<file path="config.mk">
export PLATFORM = sky130hd
export DESIGN_NAME = tam_trunk_alarm
export DESIGN_NICKNAME = d
export VERILOG_FILES = /design/src/common/tam_pkg.sv /design/src/hw/tam_trunk_alarm.sv
export SDC_FILE = /design/constraint.sdc
export NUM_CORES = 1
export LEC_CHECK = 0
export ABC_AREA = 1
export BUFFER_PORTS_ARGS = -buffer_cell sky130_fd_sc_hd__buf_2
export CAP_MARGIN = 15
export CORE_MARGIN = 3
export CORE_UTILIZATION = 41
export DETAILED_ROUTE_END_ITERATION = 7
export HOLD_SLACK_MARGIN = 0.08
export PLACE_DENSITY = 0.64
export REMOVE_ABC_BUFFERS = 1
export SYNTH_ARGS = -nofsm -noshare
export SYNTH_HDL_FRONTEND = slang
export SYNTH_SLANG_ARGS = --single-unit
</file>
<file path="constraint.sdc">
create_clock -name pclk -period 4.9 [get_ports pclk]
set_input_delay 0.245 -clock pclk [delete_from_list [all_inputs] [get_ports pclk]]
set_output_delay 0.245 -clock pclk [all_outputs]
set_load 0.005 [all_outputs]
</file>
<file path="src/common/tam_pkg.sv">
package tam_pkg;
  // trunk variants
  typedef enum logic [1:0] {
    TAM_VAR_T1,
    TAM_VAR_E1_CHANNEL_SIGNALLING_VARIANT,
    TAM_VAR_PRI
  } tam_variant_e;

  // card maintenance states
  typedef enum logic [1:0] {
    TAM_ACTIVE,
    TAM_MAINT,
    TAM_OOS,
    TAM_DIAG
  } tam_state_e;

  // outward pattern selection
  typedef enum logic [2:0] {
    TAM_TX_NONE,
    TAM_TX_YELLOW,
    TAM_TX_RAI,
    TAM_TX_ONES,
    TAM_TX_BLOCKED
  } tam_tx_e;

  // front-panel leds
  typedef struct packed {
    logic red;
    logic yellow;
    logic green;
  } tam_led_s;

  // apb register byte offsets
  localparam logic [7:0] TAM_CTRL_OFS = 8'h00;
  localparam logic [7:0] TAM_STAT_OFS = 8'h04;
  localparam logic [7:0] TAM_SLIP_THR_OFS = 8'h08;
  localparam logic [7:0] TAM_OOF_THR_OFS = 8'h0C;
  localparam logic [7:0] TAM_LOF_THR_OFS = 8'h10;
  localparam logic [7:0] TAM_CNT_OFS = 8'h14;
  localparam logic [7:0] TAM_T309_OFS = 8'h18;

  // ctrl field positions
  localparam int TAM_C_VAR = 0;      // [1:0]
  localparam int TAM_C_MANFLAG = 2;
  localparam int TAM_C_CMD_MAINT = 3;
  localparam int TAM_C_CMD_OOS = 4;
  localparam int TAM_C_CMD_DIAG = 5;
  localparam int TAM_C_CMD_ACTIVE = 6;
  localparam int TAM_C_CLR_THR = 7;  // write 1 pulse
  localparam int TAM_C_REM_LOOP = 8;
  localparam int TAM_C_DOWNLOAD = 9;
  localparam int TAM_C_SELFTEST_FAIL = 10;
  localparam int TAM_C_COMM_ERR = 11;

  // reset values
  localparam logic [7:0] TAM_SLIP_THR_RST = 8'hFF;
  localparam logic [7:0] TAM_OOF_THR_RST = 8'h04;
  localparam logic [7:0] TAM_LOF_THR_RST = 8'h04;

  // timing
  localparam longint TAM_CLK_HZ = 250_000_000;
  localparam longint TAM_T309_S = 90;
  localparam longint TAM_T309_CYC = TAM_T309_S * TAM_CLK_HZ;
  localparam longint TAM_OOF_MS10 = 25;     // 2.5 s in tenths
  localparam longint TAM_OOF_CYC = TAM_OOF_MS10 * TAM_CLK_HZ / 10;
  localparam longint TAM_LOF_MIN_MS = 12;
  localparam longint TAM_LOF_CYC = TAM_LOF_MIN_MS * TAM_CLK_HZ / 1000;
  localparam longint TAM_WIN_H = 24;
  localparam longint TAM_WIN_CYC = TAM_WIN_H * 3600 * TAM_CLK_HZ;
  localparam int TAM_RB_FRAMES = 6;   // robbed-bit spacing
  localparam int TAM_SF_FRAMES = 12;  // superframe length
  localparam int TAM_T1_CHANS = 24;
endpackage

</file>
<file path="src/hw/tam_trunk_alarm.sv">
// Implementation choices: the placing of the registers and the APB interface to the registers.
`timescale 1ns/100ps
// Summary of operation
// - major alarm on carrier loss, self-test fail, oos, supervision timeout.
// - minor alarm on remote alarm, slip threshold, oof, lof and their limits.
// - exactly one state at a time: active, maintenance, oos, diagnostic.
// - active state sends no alarm pattern and keeps leds dark.
// - any inbound alarm forces maintenance; alarm patterns may then go out.
// - maintenance keeps calls, refuses new ones, idles channels to near-end.
// - maintenance also during firmware download or on manual command.
// - out of service sends blocked or unframed ones; yellow and green lit.
// - diagnostic: no calls, local loopback, blocked/ones out, remote loop opt.
// - remote alarm detected by t1 bit2 zeros, e1 rai, or 8 ones 8 zeros.
// - remote alarm: yellow, minor, maintenance, auto-return when clear.
// - e1 distant multiframe alarm bit set gives yellow, minor, maintenance.
// - t1 robbed bits replace lsb every sixth frame, a then b, 12 frames.
// - missing t1 signalling framing gives red, minor, maintenance; oof wins.
// - slips counted; threshold (255) within 24 hours raises minor alarm.
// - manual flag: slip threshold locks maintenance until oos then active.
// - carrier loss: maintenance, yellow outward (rai on e1), busy trunks, red, major.
// - framing bit gone over 2.5 s: oof counted, red, minor, maint, yellow (rai on e1).
// - oof threshold (4) latches alarm; manual flag holds maintenance.
// - no alignment within 12 ms reports lof: count, red, minor, maint, rai.
// - four lof reports latch alarm; manual flag holds maintenance.
// - threshold alarms stay latched until explicit manual clear.
module tam_trunk_alarm
  import tam_pkg::*;
#(
  parameter longint T309_CYC = tam_pkg::TAM_T309_CYC,
  parameter longint OOF_CYC = tam_pkg::TAM_OOF_CYC,
  parameter longint LOF_CYC = tam_pkg::TAM_LOF_CYC,
  parameter longint WIN_CYC = tam_pkg::TAM_WIN_CYC
) (
  // clock and reset
  input wire logic pclk,
  input wire logic presetn,
  // apb slave
  input wire logic psel,
  input wire logic penable,
  input wire logic pwrite,
  input wire logic [7:0] paddr,
  input wire logic [31:0] pwdata,
  output logic [31:0] prdata,
  output logic pready,
  output logic pslverr,
  // line-side indications (asynchronous)
  input wire logic carrier_present,
  input wire logic rx_bit2_zero_all,
  input wire logic rx_rai,
  input wire logic rx_dma_bit,
  input wire logic rx_sig_framing_ok,
  input wire logic rx_term_framing_ok,
  input wire logic rx_frame_aligned,
  input wire logic rx_bit,
  input wire logic rx_bit_stb,
  input wire logic slip_evt,
  input wire logic dchan_alive,
  // channel idle per channel
  input wire logic [23:0] chan_idle,
  // outputs
  output tam_pkg::tam_state_e card_state,
  output tam_pkg::tam_tx_e tx_pattern,
  output tam_pkg::tam_led_s leds,
  output logic major_alarm,
  output logic minor_alarm,
  output logic accept_new_calls,
  output logic call_proc_en,
  output logic busy_trunks,
  output logic local_loop,
  output logic remote_loop,
  output logic [23:0] chan_near_maint
);
  import tam_pkg::*;

  // two-flop synchronisers for asynchronous line inputs
  localparam int NS = 11;
  // idle line levels, so leaving reset raises no false alarm
  localparam logic [NS-1:0] S_IDLE = 11'h471;
  logic [NS-1:0] s1_reg, s2_reg;
  always_ff @(posedge pclk or negedge presetn) begin
    if (!presetn) begin
      s1_reg <= S_IDLE;
      s2_reg <= S_IDLE;
    end else begin
      s1_reg <= {carrier_present, rx_bit2_zero_all, rx_rai, rx_dma_bit,
                 rx_sig_framing_ok, rx_term_framing_ok, rx_frame_aligned,
                 rx_bit, rx_bit_stb, slip_evt, dchan_alive};
      s2_reg <= s1_reg;
    end
  end
  wire carrier = s2_reg[10];
  wire b2z = s2_reg[9];
  wire rai_in = s2_reg[8];
  wire dma_in = s2_reg[7];
  wire sfr_ok = s2_reg[6];
  wire tfr_ok = s2_reg[5];
  wire aligned = s2_reg[4];
  wire rbit = s2_reg[3];
  wire rstb = s2_reg[2];
  wire slip = s2_reg[1];
  wire dalive = s2_reg[0];

  // edge history for strobes
  logic stb_d_reg, slip_d_reg;
  always_ff @(posedge pclk or negedge presetn) begin
    if (!presetn) begin
      stb_d_reg <= 1'b0;
      slip_d_reg <= 1'b0;
    end else begin
      stb_d_reg <= rstb;
      slip_d_reg <= slip;
    end
  end
  wire bit_evt = rstb & ~stb_d_reg;
  wire slip_rise = slip & ~slip_d_reg;

  // control registers
  logic [11:0] ctrl_reg;
  logic [7:0] slip_thr_reg, oof_thr_reg, lof_thr_reg;
  wire wr = psel & penable & pwrite;
  wire wr_ctrl = wr & (paddr == TAM_CTRL_OFS);
  tam_variant_e variant;
  assign variant = tam_variant_e'(ctrl_reg[TAM_C_VAR +: 2]);
  wire manflag = ctrl_reg[TAM_C_MANFLAG];
  wire cmd_maint = wr_ctrl & pwdata[TAM_C_CMD_MAINT];
  wire cmd_oos = wr_ctrl & pwdata[TAM_C_CMD_OOS];
  wire cmd_diag = wr_ctrl & pwdata[TAM_C_CMD_DIAG];
  wire cmd_act = wr_ctrl & pwdata[TAM_C_CMD_ACTIVE];
  wire cmd_clr = wr_ctrl & pwdata[TAM_C_CLR_THR];

  // apb writes; command bits self-clear
  always_ff @(posedge pclk or negedge presetn) begin
    if (!presetn) begin
      ctrl_reg <= '0;
      slip_thr_reg <= TAM_SLIP_THR_RST;
      oof_thr_reg <= TAM_OOF_THR_RST;
      lof_thr_reg <= TAM_LOF_THR_RST;
    end else if (wr) begin
      unique case (paddr)
        TAM_CTRL_OFS: ctrl_reg <= {pwdata[11:8], 5'b0_0000, pwdata[2:0]};
        TAM_SLIP_THR_OFS: slip_thr_reg <= pwdata[7:0];
        TAM_OOF_THR_OFS: oof_thr_reg <= pwdata[7:0];
        TAM_LOF_THR_OFS: lof_thr_reg <= pwdata[7:0];
        default: ;
      endcase
    end
  end

  // remote alarm per variant
  logic [3:0] ones_reg, zeros_reg;
  logic pri_yel_reg;
  always_ff @(posedge pclk or negedge presetn) begin
    if (!presetn) begin
      ones_reg <= '0;
      zeros_reg <= '0;
      pri_yel_reg <= 1'b0;
    end else if (bit_evt) begin
      if (rbit) begin
        // a one after any zero run restarts the ones count; the alarm stays only after a full run
        if (zeros_reg != 4'd0) begin
          pri_yel_reg <= (zeros_reg == 4'd8) & pri_yel_reg;
          ones_reg <= 4'd1;
        end else if (ones_reg != 4'd8) begin
          ones_reg <= ones_reg + 4'd1;
        end
        zeros_reg <= '0;
      end else if (ones_reg == 4'd8) begin
        zeros_reg <= zeros_reg + 4'd1;
        if (zeros_reg == 4'd7) begin
          pri_yel_reg <= 1'b1;
          ones_reg <= '0;
        end
      end else begin
        ones_reg <= '0;
        zeros_reg <= '0;
        pri_yel_reg <= 1'b0;
      end
    end
  end
  logic remote_alm;
  always_comb begin
    unique case (variant)
      TAM_VAR_T1: remote_alm = b2z;
      TAM_VAR_E1_CHANNEL_SIGNALLING_VARIANT: remote_alm = rai_in;
      TAM_VAR_PRI: remote_alm = pri_yel_reg;
      default: remote_alm = 1'b0;
    endcase
  end
  wire dma_alm = (variant == TAM_VAR_E1_CHANNEL_SIGNALLING_VARIANT) & dma_in;

  // duration timers: oof, lof, t309, window
  logic [39:0] oof_t_reg, lof_t_reg, t309_reg;
  logic [47:0] win_reg;
  logic oof_reg, lof_reg, t309_exp_reg;
  wire win_end = (win_reg == 48'(WIN_CYC - 1));
  always_ff @(posedge pclk or negedge presetn) begin
    if (!presetn) begin
      oof_t_reg <= '0;
      lof_t_reg <= '0;
      t309_reg <= '0;
      win_reg <= '0;
      oof_reg <= 1'b0;
      lof_reg <= 1'b0;
      t309_exp_reg <= 1'b0;
    end else begin
      // framing bit must be gone longer than 2.5 s
      oof_t_reg <= tfr_ok ? '0 : (oof_reg ? oof_t_reg : oof_t_reg + 40'd1);
      oof_reg <= ~tfr_ok & (oof_reg | (oof_t_reg == 40'(OOF_CYC)));
      lof_t_reg <= aligned ? '0 : (lof_reg ? lof_t_reg : lof_t_reg + 40'd1);
      lof_reg <= ~aligned & (lof_reg | (lof_t_reg == 40'(LOF_CYC - 1)));
      // supervision only applies to primary-rate
      if (dalive || variant != TAM_VAR_PRI) begin
        t309_reg <= '0;
        t309_exp_reg <= 1'b0;
      end else if (t309_reg == 40'(T309_CYC - 1)) begin
        t309_exp_reg <= 1'b1;
      end else begin
        t309_reg <= t309_reg + 40'd1;
      end
      win_reg <= win_end ? '0 : win_reg + 48'd1;
    end
  end
  logic oof_d_reg, lof_d_reg;
  always_ff @(posedge pclk or negedge presetn) begin
    if (!presetn) begin
      oof_d_reg <= 1'b0;
      lof_d_reg <= 1'b0;
    end else begin
      oof_d_reg <= oof_reg;
      lof_d_reg <= lof_reg;
    end
  end
  wire oof_rpt = oof_reg & ~oof_d_reg;
  wire lof_rpt = lof_reg & ~lof_d_reg;
  wire sig_alm = ~sfr_ok & ~oof_reg & (variant == TAM_VAR_T1);

  // report counters; window end clears, event in same cycle still counts
  logic [7:0] slip_cnt_reg, oof_cnt_reg, lof_cnt_reg;
  logic slip_thr_alm_reg, oof_thr_alm_reg, lof_thr_alm_reg;
  always_ff @(posedge pclk or negedge presetn) begin
    if (!presetn) begin
      slip_cnt_reg <= '0;
      oof_cnt_reg <= '0;
      lof_cnt_reg <= '0;
    end else begin
      slip_cnt_reg <= (win_end ? 8'd0 : slip_cnt_reg)
                      + {7'd0, slip_rise & (slip_cnt_reg != 8'hFF)};
      oof_cnt_reg <= (win_end ? 8'd0 : oof_cnt_reg)
                     + {7'd0, oof_rpt & (oof_cnt_reg != 8'hFF)};
      lof_cnt_reg <= (win_end ? 8'd0 : lof_cnt_reg)
                     + {7'd0, lof_rpt & (lof_cnt_reg != 8'hFF)};
    end
  end
  wire slip_hit = slip_rise & (slip_cnt_reg + 8'd1 >= slip_thr_reg);
  wire oof_hit = oof_rpt & (oof_cnt_reg + 8'd1 >= oof_thr_reg);
  wire lof_hit = lof_rpt & (lof_cnt_reg + 8'd1 >= lof_thr_reg);

  // latched threshold alarms; a new hit wins over the clear
  always_ff @(posedge pclk or negedge presetn) begin
    if (!presetn) begin
      slip_thr_alm_reg <= 1'b0;
      oof_thr_alm_reg <= 1'b0;
      lof_thr_alm_reg <= 1'b0;
    end else begin
      slip_thr_alm_reg <= slip_hit | (slip_thr_alm_reg & ~cmd_clr);
      oof_thr_alm_reg <= oof_hit | (oof_thr_alm_reg & ~cmd_clr);
      lof_thr_alm_reg <= lof_hit | (lof_thr_alm_reg & ~cmd_clr);
    end
  end

  // manual-recovery locks on maintenance
  logic slip_lock_reg, fr_lock_reg;
  wire carrier_loss = ~carrier;
  wire inbound_alm = remote_alm | dma_alm | sig_alm | oof_reg | lof_reg
                     | carrier_loss;
  tam_state_e state_reg;
  always_ff @(posedge pclk or negedge presetn) begin
    if (!presetn) begin
      slip_lock_reg <= 1'b0;
      fr_lock_reg <= 1'b0;
    end else begin
      // only out of service releases a slip lock
      if (slip_hit & manflag) slip_lock_reg <= 1'b1;
      else if (state_reg == TAM_OOS) slip_lock_reg <= 1'b0;
      if ((oof_hit | lof_hit) & manflag) fr_lock_reg <= 1'b1;
      else if (cmd_act | (state_reg == TAM_OOS)) fr_lock_reg <= 1'b0;
    end
  end

  // card state machine; one state at a time by construction
  wire want_maint = inbound_alm | slip_lock_reg | fr_lock_reg
                    | ctrl_reg[TAM_C_DOWNLOAD];
  logic man_maint_reg;
  always_ff @(posedge pclk or negedge presetn) begin
    if (!presetn) begin
      man_maint_reg <= 1'b0;
    end else if (cmd_maint) begin
      man_maint_reg <= 1'b1;
    end else if (cmd_act | cmd_oos | cmd_diag) begin
      man_maint_reg <= 1'b0;
    end
  end
  wire oos_force = ctrl_reg[TAM_C_COMM_ERR];
  always_ff @(posedge pclk or negedge presetn) begin
    if (!presetn) begin
      state_reg <= TAM_ACTIVE;
    end else begin
      unique case (state_reg)
        TAM_ACTIVE, TAM_MAINT: begin
          if (cmd_oos | oos_force) state_reg <= TAM_OOS;
          else if (cmd_diag) state_reg <= TAM_DIAG;
          else if (want_maint | man_maint_reg | cmd_maint)
            state_reg <= TAM_MAINT;
          else state_reg <= TAM_ACTIVE; // auto-return
        end
        TAM_OOS: if (cmd_act & ~oos_force) state_reg <= TAM_MAINT;
        TAM_DIAG: begin
          if (cmd_act) state_reg <= TAM_MAINT;
          else if (cmd_oos) state_reg <= TAM_OOS;
        end
      endcase
    end
  end

  // outputs, all registered
  always_ff @(posedge pclk or negedge presetn) begin
    if (!presetn) begin
      card_state <= TAM_ACTIVE;
      tx_pattern <= TAM_TX_NONE;
      leds <= '0;
      major_alarm <= 1'b0;
      minor_alarm <= 1'b0;
      accept_new_calls <= 1'b0;
      call_proc_en <= 1'b0;
      busy_trunks <= 1'b0;
      local_loop <= 1'b0;
      remote_loop <= 1'b0;
      chan_near_maint <= '0;
    end else begin
      card_state <= state_reg;
      major_alarm <= carrier_loss | ctrl_reg[TAM_C_SELFTEST_FAIL]
                     | (state_reg == TAM_OOS) | t309_exp_reg;
      minor_alarm <= remote_alm | dma_alm | sig_alm | oof_reg | lof_reg
                     | slip_thr_alm_reg | oof_thr_alm_reg
                     | lof_thr_alm_reg;
      busy_trunks <= carrier_loss;
      local_loop <= (state_reg == TAM_DIAG);
      remote_loop <= (state_reg == TAM_DIAG) & ctrl_reg[TAM_C_REM_LOOP];
      unique case (state_reg)
        TAM_ACTIVE: begin
          tx_pattern <= TAM_TX_NONE;
          leds <= '0;
          accept_new_calls <= 1'b1;
          call_proc_en <= 1'b1;
          chan_near_maint <= '0;
        end
        TAM_MAINT: begin
          // outward yellow (rai on e1) on carrier loss or oof, rai on lof
          if (carrier_loss | oof_reg)
            tx_pattern <= (variant == TAM_VAR_E1_CHANNEL_SIGNALLING_VARIANT) ? TAM_TX_RAI
                                                      : TAM_TX_YELLOW;
          else if (lof_reg) tx_pattern <= TAM_TX_RAI;
          else tx_pattern <= TAM_TX_NONE;
          leds.red <= carrier_loss | sig_alm | oof_reg | lof_reg;
          leds.yellow <= remote_alm | dma_alm;
          leds.green <= 1'b0;
          accept_new_calls <= 1'b0;
          call_proc_en <= 1'b1;
          chan_near_maint <= chan_near_maint | chan_idle;
        end
        TAM_OOS, TAM_DIAG: begin
          tx_pattern <= (variant == TAM_VAR_E1_CHANNEL_SIGNALLING_VARIANT) ? TAM_TX_BLOCKED
                                                    : TAM_TX_ONES;
          leds.red <= 1'b0;
          leds.yellow <= (state_reg == TAM_OOS);
          leds.green <= (state_reg == TAM_OOS);
          accept_new_calls <= 1'b0;
          call_proc_en <= 1'b0;
          chan_near_maint <= '0;
        end
      endcase
    end
  end

  // apb: zero wait states, no errors; unmapped reads zero
  logic [31:0] rd;
  always_comb begin
    rd = '0;
    unique case (paddr)
      TAM_CTRL_OFS: rd = {20'd0, ctrl_reg};
      TAM_STAT_OFS: rd = {20'd0, lof_thr_alm_reg, oof_thr_alm_reg,
                          slip_thr_alm_reg, t309_exp_reg, lof_reg, oof_reg,
                          sig_alm, dma_alm, remote_alm, carrier_loss,
                          state_reg};
      TAM_SLIP_THR_OFS: rd = {24'd0, slip_thr_reg};
      TAM_OOF_THR_OFS: rd = {24'd0, oof_thr_reg};
      TAM_LOF_THR_OFS: rd = {24'd0, lof_thr_reg};
      TAM_CNT_OFS: rd = {8'd0, lof_cnt_reg, oof_cnt_reg, slip_cnt_reg};
      default: rd = '0;
    endcase
  end
  always_ff @(posedge pclk or negedge presetn) begin
    if (!presetn) begin
      prdata <= '0;
      pready <= 1'b0;
      pslverr <= 1'b0;
    end else begin
      pready <= psel & ~penable;
      pslverr <= 1'b0;
      if (psel & ~penable & ~pwrite) prdata <= rd;
    end
  end
  // robbed-bit framing is decoded upstream; rx_sig_framing_ok carries it
endmodule

</file>
Yosys cells after proc, flatten, opt, wreduce, memory -nomap -nowiden
Index checks and enable logic that the tools add are counted.
{"block": "word_totals", "regBits": 341, "in_bits": 80}
{"block": "op_classes", "n_eq_ne": 30, "n_addsub": 12, "muxes": 47, "magnitude_cmp": 3, "reduce_logical": 20, "bitwise_logic": 77}
{"op": "two-way mux 40 bit", "n": 6}
{"op": "case mux 24 bit (6 select lines)", "n": 1}
{"op": "adder 40 x 1 -> 40 bit (second input constant)", "n": 3}
{"op": "adder 48 x 1 -> 48 bit (second input constant)", "n": 1}
{"op": "equality test 48 x 45 -> 1 bit (second input constant)", "n": 1}
{"op": "two-way mux 48 bit", "n": 1}
{"op": "case mux 24 bit (2 select lines)", "n": 1}
{"op": "equality test 40 x 22 -> 1 bit (second input constant)", "n": 1}
{"op": "equality test 40 x 30 -> 1 bit (second input constant)", "n": 1}
{"op": "equality test 40 x 35 -> 1 bit (second input constant)", "n": 1}
{"op": "bitwise AND 1 bit", "n": 33}
{"op": "OR 1 bit", "n": 30}
{"op": "two-way mux 4 bit", "n": 7}
{"op": "adder 8 x 1 -> 8 bit", "n": 3}
{"op": "adder 8 x 1 -> 8 bit (second input constant)", "n": 3}
{"op": "greater-or-equal comparator 8 bit", "n": 3}
{"op": "two-way mux 8 bit", "n": 3}
{"op": "!= test 8 bit (second input constant)", "n": 3}
{"op": "OR 24 bit", "n": 1}
{"op": "case mux 3 bit (3 select lines)", "n": 2}
{"op": "equality test 8 x 4 -> 1 bit (second input constant)", "n": 2}
{"op": "equality test 8 x 5 -> 1 bit (second input constant)", "n": 2}
{"op": "two-way mux 2 bit", "n": 8}
{"op": "two-way mux 1 bit", "n": 13}
{"op": "other kinds (26)", "n": 59}

Longest topological paths before layout
{"block": "depth", "ltp_word": 16, "ltp_mapped": 17, "depth_no_buf": 16}

Worst setup path before layout
Ideal clock, no wire load.
{"block": "synth_timing", "path_type": "reg-to-reg", "start": "register win_reg[0]", "end": "register oof_cnt_reg[6]", "synth_period_minus_slack_ns": 2.426, "slack_ns": 2.474, "n_path_buf": 1, "t_arrival_ns": 2.305, "path_stages_with_launch": 18, "t_required_ns": 4.779, "cell_sequence": "dfrtp_1 ha_1 nand2_2 nor2_4 nand2_4 nor2_4 nand3_4 inv_1 buf_4 nor2_1 ha_1 ha_1 nand2_1 inv_1 nand4_1 nor2_1 nand2_1 nand2_1"}
{"block": "synth_between", "elab_chain_cells": 3}
{"element": "start, declared", "line": "tam_trunk_alarm.sv:193", "rtl": "logic [47:0] win_reg;"}
{"element": "start signal, assigned", "line": "tam_trunk_alarm.sv:220", "rtl": "win_reg <= win_end ? '0 : win_reg + 48'd1;"}
{"element": "equality test 48 x 45 -> 1 bit", "line": "tam_trunk_alarm.sv:195", "rtl": "wire win_end = (win_reg == 48'(WIN_CYC - 1));"}
{"element": "two-way mux 8 bit", "line": "tam_trunk_alarm.sv:248", "rtl": "oof_cnt_reg <= (win_end ? 8'd0 : oof_cnt_reg)"}
{"element": "adder 8 x 1 -> 8 bit", "line": "tam_trunk_alarm.sv:249", "rtl": "+ {7'd0, oof_rpt & (oof_cnt_reg != 8'hFF)};"}
{"element": "end signal, assigned", "line": "tam_trunk_alarm.sv:248"}
{"element": "end, declared", "line": "tam_trunk_alarm.sv:238", "rtl": "logic [7:0] slip_cnt_reg, oof_cnt_reg, lof_cnt_reg;"}
No other way between the ends.
A chain may end at the register's enable or synchronous reset.

Final worst setup path
Same ends and word-level chain as after synthesis.

==> reports/qor.log <==
qor: run_status.run_status complete, no violations
qor: cts.post_cts_buffers 0
qor: setup_path.critical_path.reg2reg.startpoint win_reg[0]$_DFF_PN0_
qor: cts.ctsLongestPathBuffers 3
qor: die.die_h 217 um
qor: synth.async_flop_share 1.00
qor: detailed_routing.detail_route.drc_violations 0
qor: detailed_routing.final_antenna_net_count 0
qor: synth.ys.warnings.count 0
qor: placement.place.port_buffers 123
qor: hold_path.min-delay-path-class primary input to register
qor: setup_path.cp_slowest_stage_delay 0.57 ns
qor: setup_path.max_fo_critical_path 27
qor: cts.clk_pin_slew_worst_paths 0.06 ns
qor: setup_path.crit_cells 16
qor: cts.htree_num_levels 2
qor: placement.dp.final_hpwl 39.2 mm
qor: power_and_ir_drop.cellLeakagePower 9.87 nW
qor: synth.synth_ff_type dfrtp_1
qor: sta.number_of_pins_with_negative_max_slew_slack_in_the_final_report 0
qor: detailed_routing.wire_per_inst 16.1 um
qor: setup_path.r2r-end oof_cnt_reg[6]$_DFF_PN0_
qor: finish.fill_cells 4306
qor: cts.clk_latency 0.57 ns
qor: synth.post_synth_main_area_contributors dfrtp_1 43%, nand2_1 11%, nor2_1 8.2%
qor: global_routing.antenna_found_initial 1
qor: setup_path.cp_data_required_time 5.35 ns
qor: cts.clkSinkCount 333
qor: sta.clock_skew 0.0299 ns
qor: setup_path.timing_worst_setup_path_type register to register
qor: setup_path.crit_chain ha_1, nand2_2, nor2_4, nand2_4, nor2_4, nand3_4, inv_1, nor2_1, ha_1, ha_1, nand2_1, inv_1, nand4_1, nor2_1, nand2_1, nand2_1
qor: setup_path.worst_setup_path_endpoint oof_cnt_reg[6]$_DFF_PN0_
qor: detailed_routing.avgViaCountPerCell 5.07
qor: setup_path.startpoint_type register
qor: synth.synth.top_cell.area_share 0.430
qor: finish.layout.nets 2708
qor: synth.synth_seq_cells 333
qor: global_routing.grt_start_max_net_pins 122
qor: setup_path.end_kind register
qor: setup_path.critical_path_buffers_and_inverters 2
qor: die.floorplan.core_area 43500 um2
qor: setup_path.worst-r2r-setup-slack 1.59 ns
qor: detailed_routing.first_iter_violations 1363
qor: setup_path.crit_slowest_cell inv_1
qor: synth.netlist_area 18200 um2
qor: sta.finalSetupTns 0 ns
qor: global_routing.grt_util_all_layers 0.219
qor: die.floorplan.io_pins 153
qor: placement.dpl_worst_slack 1.62 ns
qor: power_and_ir_drop.power.density_cell_area 299 nW/um2
qor: finish.fin_cells 3203
qor: finish.drive_gt1_frac 0.104
qor: sta.timing.final.hold_violations 0
qor: sta.setup_viol 0
qor: synth.ys_seq_area_frac 0.459
qor: sta.max_freq 302 MHz
qor: detailed_routing.wl 51.6 mm
qor: cts.tritoncts_clock_tree yes
qor: global_routing.grt_overflow 0
qor: detailed_routing.routed-via-count 16200
qor: job.cap_viol_max_count 0
qor: synth.avgSynthCellArea 7.59 um2
qor: setup_path.cpLargestDelayFamily simple AND/OR/NAND/NOR gates
qor: sta.fin_crit 3.31 ns
qor: global_routing.vias_in_the_first_global_route 15800
qor: placement.place_inst 3081
qor: power_and_ir_drop.vdd_drop_max 211 uV
qor: synth.synth.lib_cells_used.distinct 49
qor: placement.place_congestion 0.975
qor: setup_path.cp-startpoint win_reg[0]$_DFF_PN0_
qor: sta.post-route-period-util 0.676
qor: setup_path.worst_r2r_path_depth 16
qor: cts.cts-buffers-inserted 39
qor: sta.post-route-worst-setup-slack 1.59 ns
qor: cts.cts.root.buffer_cell clkbuf_16
qor: synth.post_synth_inst_count 2398
qor: global_routing.grt_pass1_wl 82.6 mm
qor: die.initial_util 0.419
qor: sta.worst_slew_margin_rel 0.312
qor: die.die_area 47000 um2
qor: synth.yosys.area.top_type dfrtp_1
qor: finish.number_of_flip_flops_in_the_largest_register 48
qor: die.floorplan.die.width 217 um
qor: synth.synth_enable_flop_cells 0
qor: finish.areaGrowthSynthToFinish 17.0%
qor: setup_path.arrival 3.76 ns
qor: sta.rsz0062_at_grt false
qor: sta.worst_slew_pin_slew 1.03 ns
qor: die.rows 76
qor: detailed_routing.drt-pass1-iter-count 6
worst register-to-register path: cells and delay by family (launching register included):
family,cells,cell delay [ns]
and+or+nand+nor,11,1.34
adders and majority gates,3,0.76
buffers and inverters,2,0.64
DFF,1,0.50
logic make-up after synthesis:
logic type,Yosys count,synth area share
AOI/OAI and AO/OA,253,0.0763
xor gates and xnor gates,97,0.0467
adders and majority gates,42,0.0289
buffers and inverters,370,0.0800
DFF,333,0.459
other,1,0.000206
and+or+nand+nor,1302,0.309
cell type report:
| type | instances | area [um2] | share of cell area |
|---|---|---|---|
| multi-input combinational | 1703 | 8420 | 0.395 |
| antenna | 1 | 2.50 | 0.000118 |
| inverter | 328 | 1230 | 0.0578 |
| timing repair buffer | 181 | 1180 | 0.0556 |
| clock buffer | 58 | 1130 | 0.0530 |
| tap | 585 | 732 | 0.0344 |
| clock inverter | 14 | 240 | 0.0113 |
| sequential | 333 | 8360 | 0.393 |
report_power, final:
group / internal [mW] / switching [mW]
Sequential: 2.80 / 0.0605
Combinational: 0.163 / 0.261
Clock: 1.92 / 1.17
routing by layer:
metal / global-route usage / share of wire
met1: 0.300 / 0.46
met2: 0.355 / 0.45
met3: 0.0352 / 0.061
met4: 0.0729 / 0.030
met5: 0 / 0
cells in the mapped netlist (all sizes together) (13+ instances only):
cell type,number
dfrtp,313
dfstp,20
buf,21
nand2,563
clkbuf,21
o22ai,13
nor3,85
nor2,426
o21ai,130
a21oi,69
ha,42
nand4,72
inv,327
nand3,134
xor2,86
worst min path at each step:
stage	start	end	slack, ns	cells past startpoint
after global routing	pwrite	prdata[5]$_DFFE_PN0P_	0.18	5
final	pwdata[7]	slip_thr_reg[7]$_DFFE_PN1P_	0.17	3
after CTS	pwdata[7]	slip_thr_reg[7]$_DFFE_PN1P_	0.14	3
after detailed placement	s1_reg[2]$_DFF_PN0_	s2_reg[2]$_DFF_PN0_	0.34	0
after global placement	s1_reg[2]$_DFF_PN0_	s2_reg[2]$_DFF_PN0_	0.34	0
after floorplan	presetn	accept_new_calls$_DFF_PN0_	-0.05	0
stage by stage:
stage               power [mW]  cell area (um2)   util  hold slack [ns]
finish                    6.37            21300  0.490            0.174
detailed placement        3.31            19400  0.447            0.336
floorplan                 3.12            18000      -          -0.0506
global placement          3.28            19400  0.447            0.336
global route              6.62            21300  0.490            0.181
CTS                       6.45            21300  0.490            0.143
cells in the final DEF (no fill, tap or decap), types with 69 or more instances in the layout:
master / n
o21ai_0: 123
a21oi_1: 69
nor3_1: 79
dfrtp_1: 313
xor2_1: 86
buf_2: 122
nand4_1: 72
nand2_1: 548
nand3_1: 128
nor2_1: 400
inv_1: 321
repair_timing:
| item | in CTS | in global routing |
|---|---|---|
| hold endpoints to repair | 173 | 0 |
| hold buffers | 49 | 0 |
| gates resized for setup | 0 | 0 |
No activity file was read; power rests on OpenSTA's default activity.
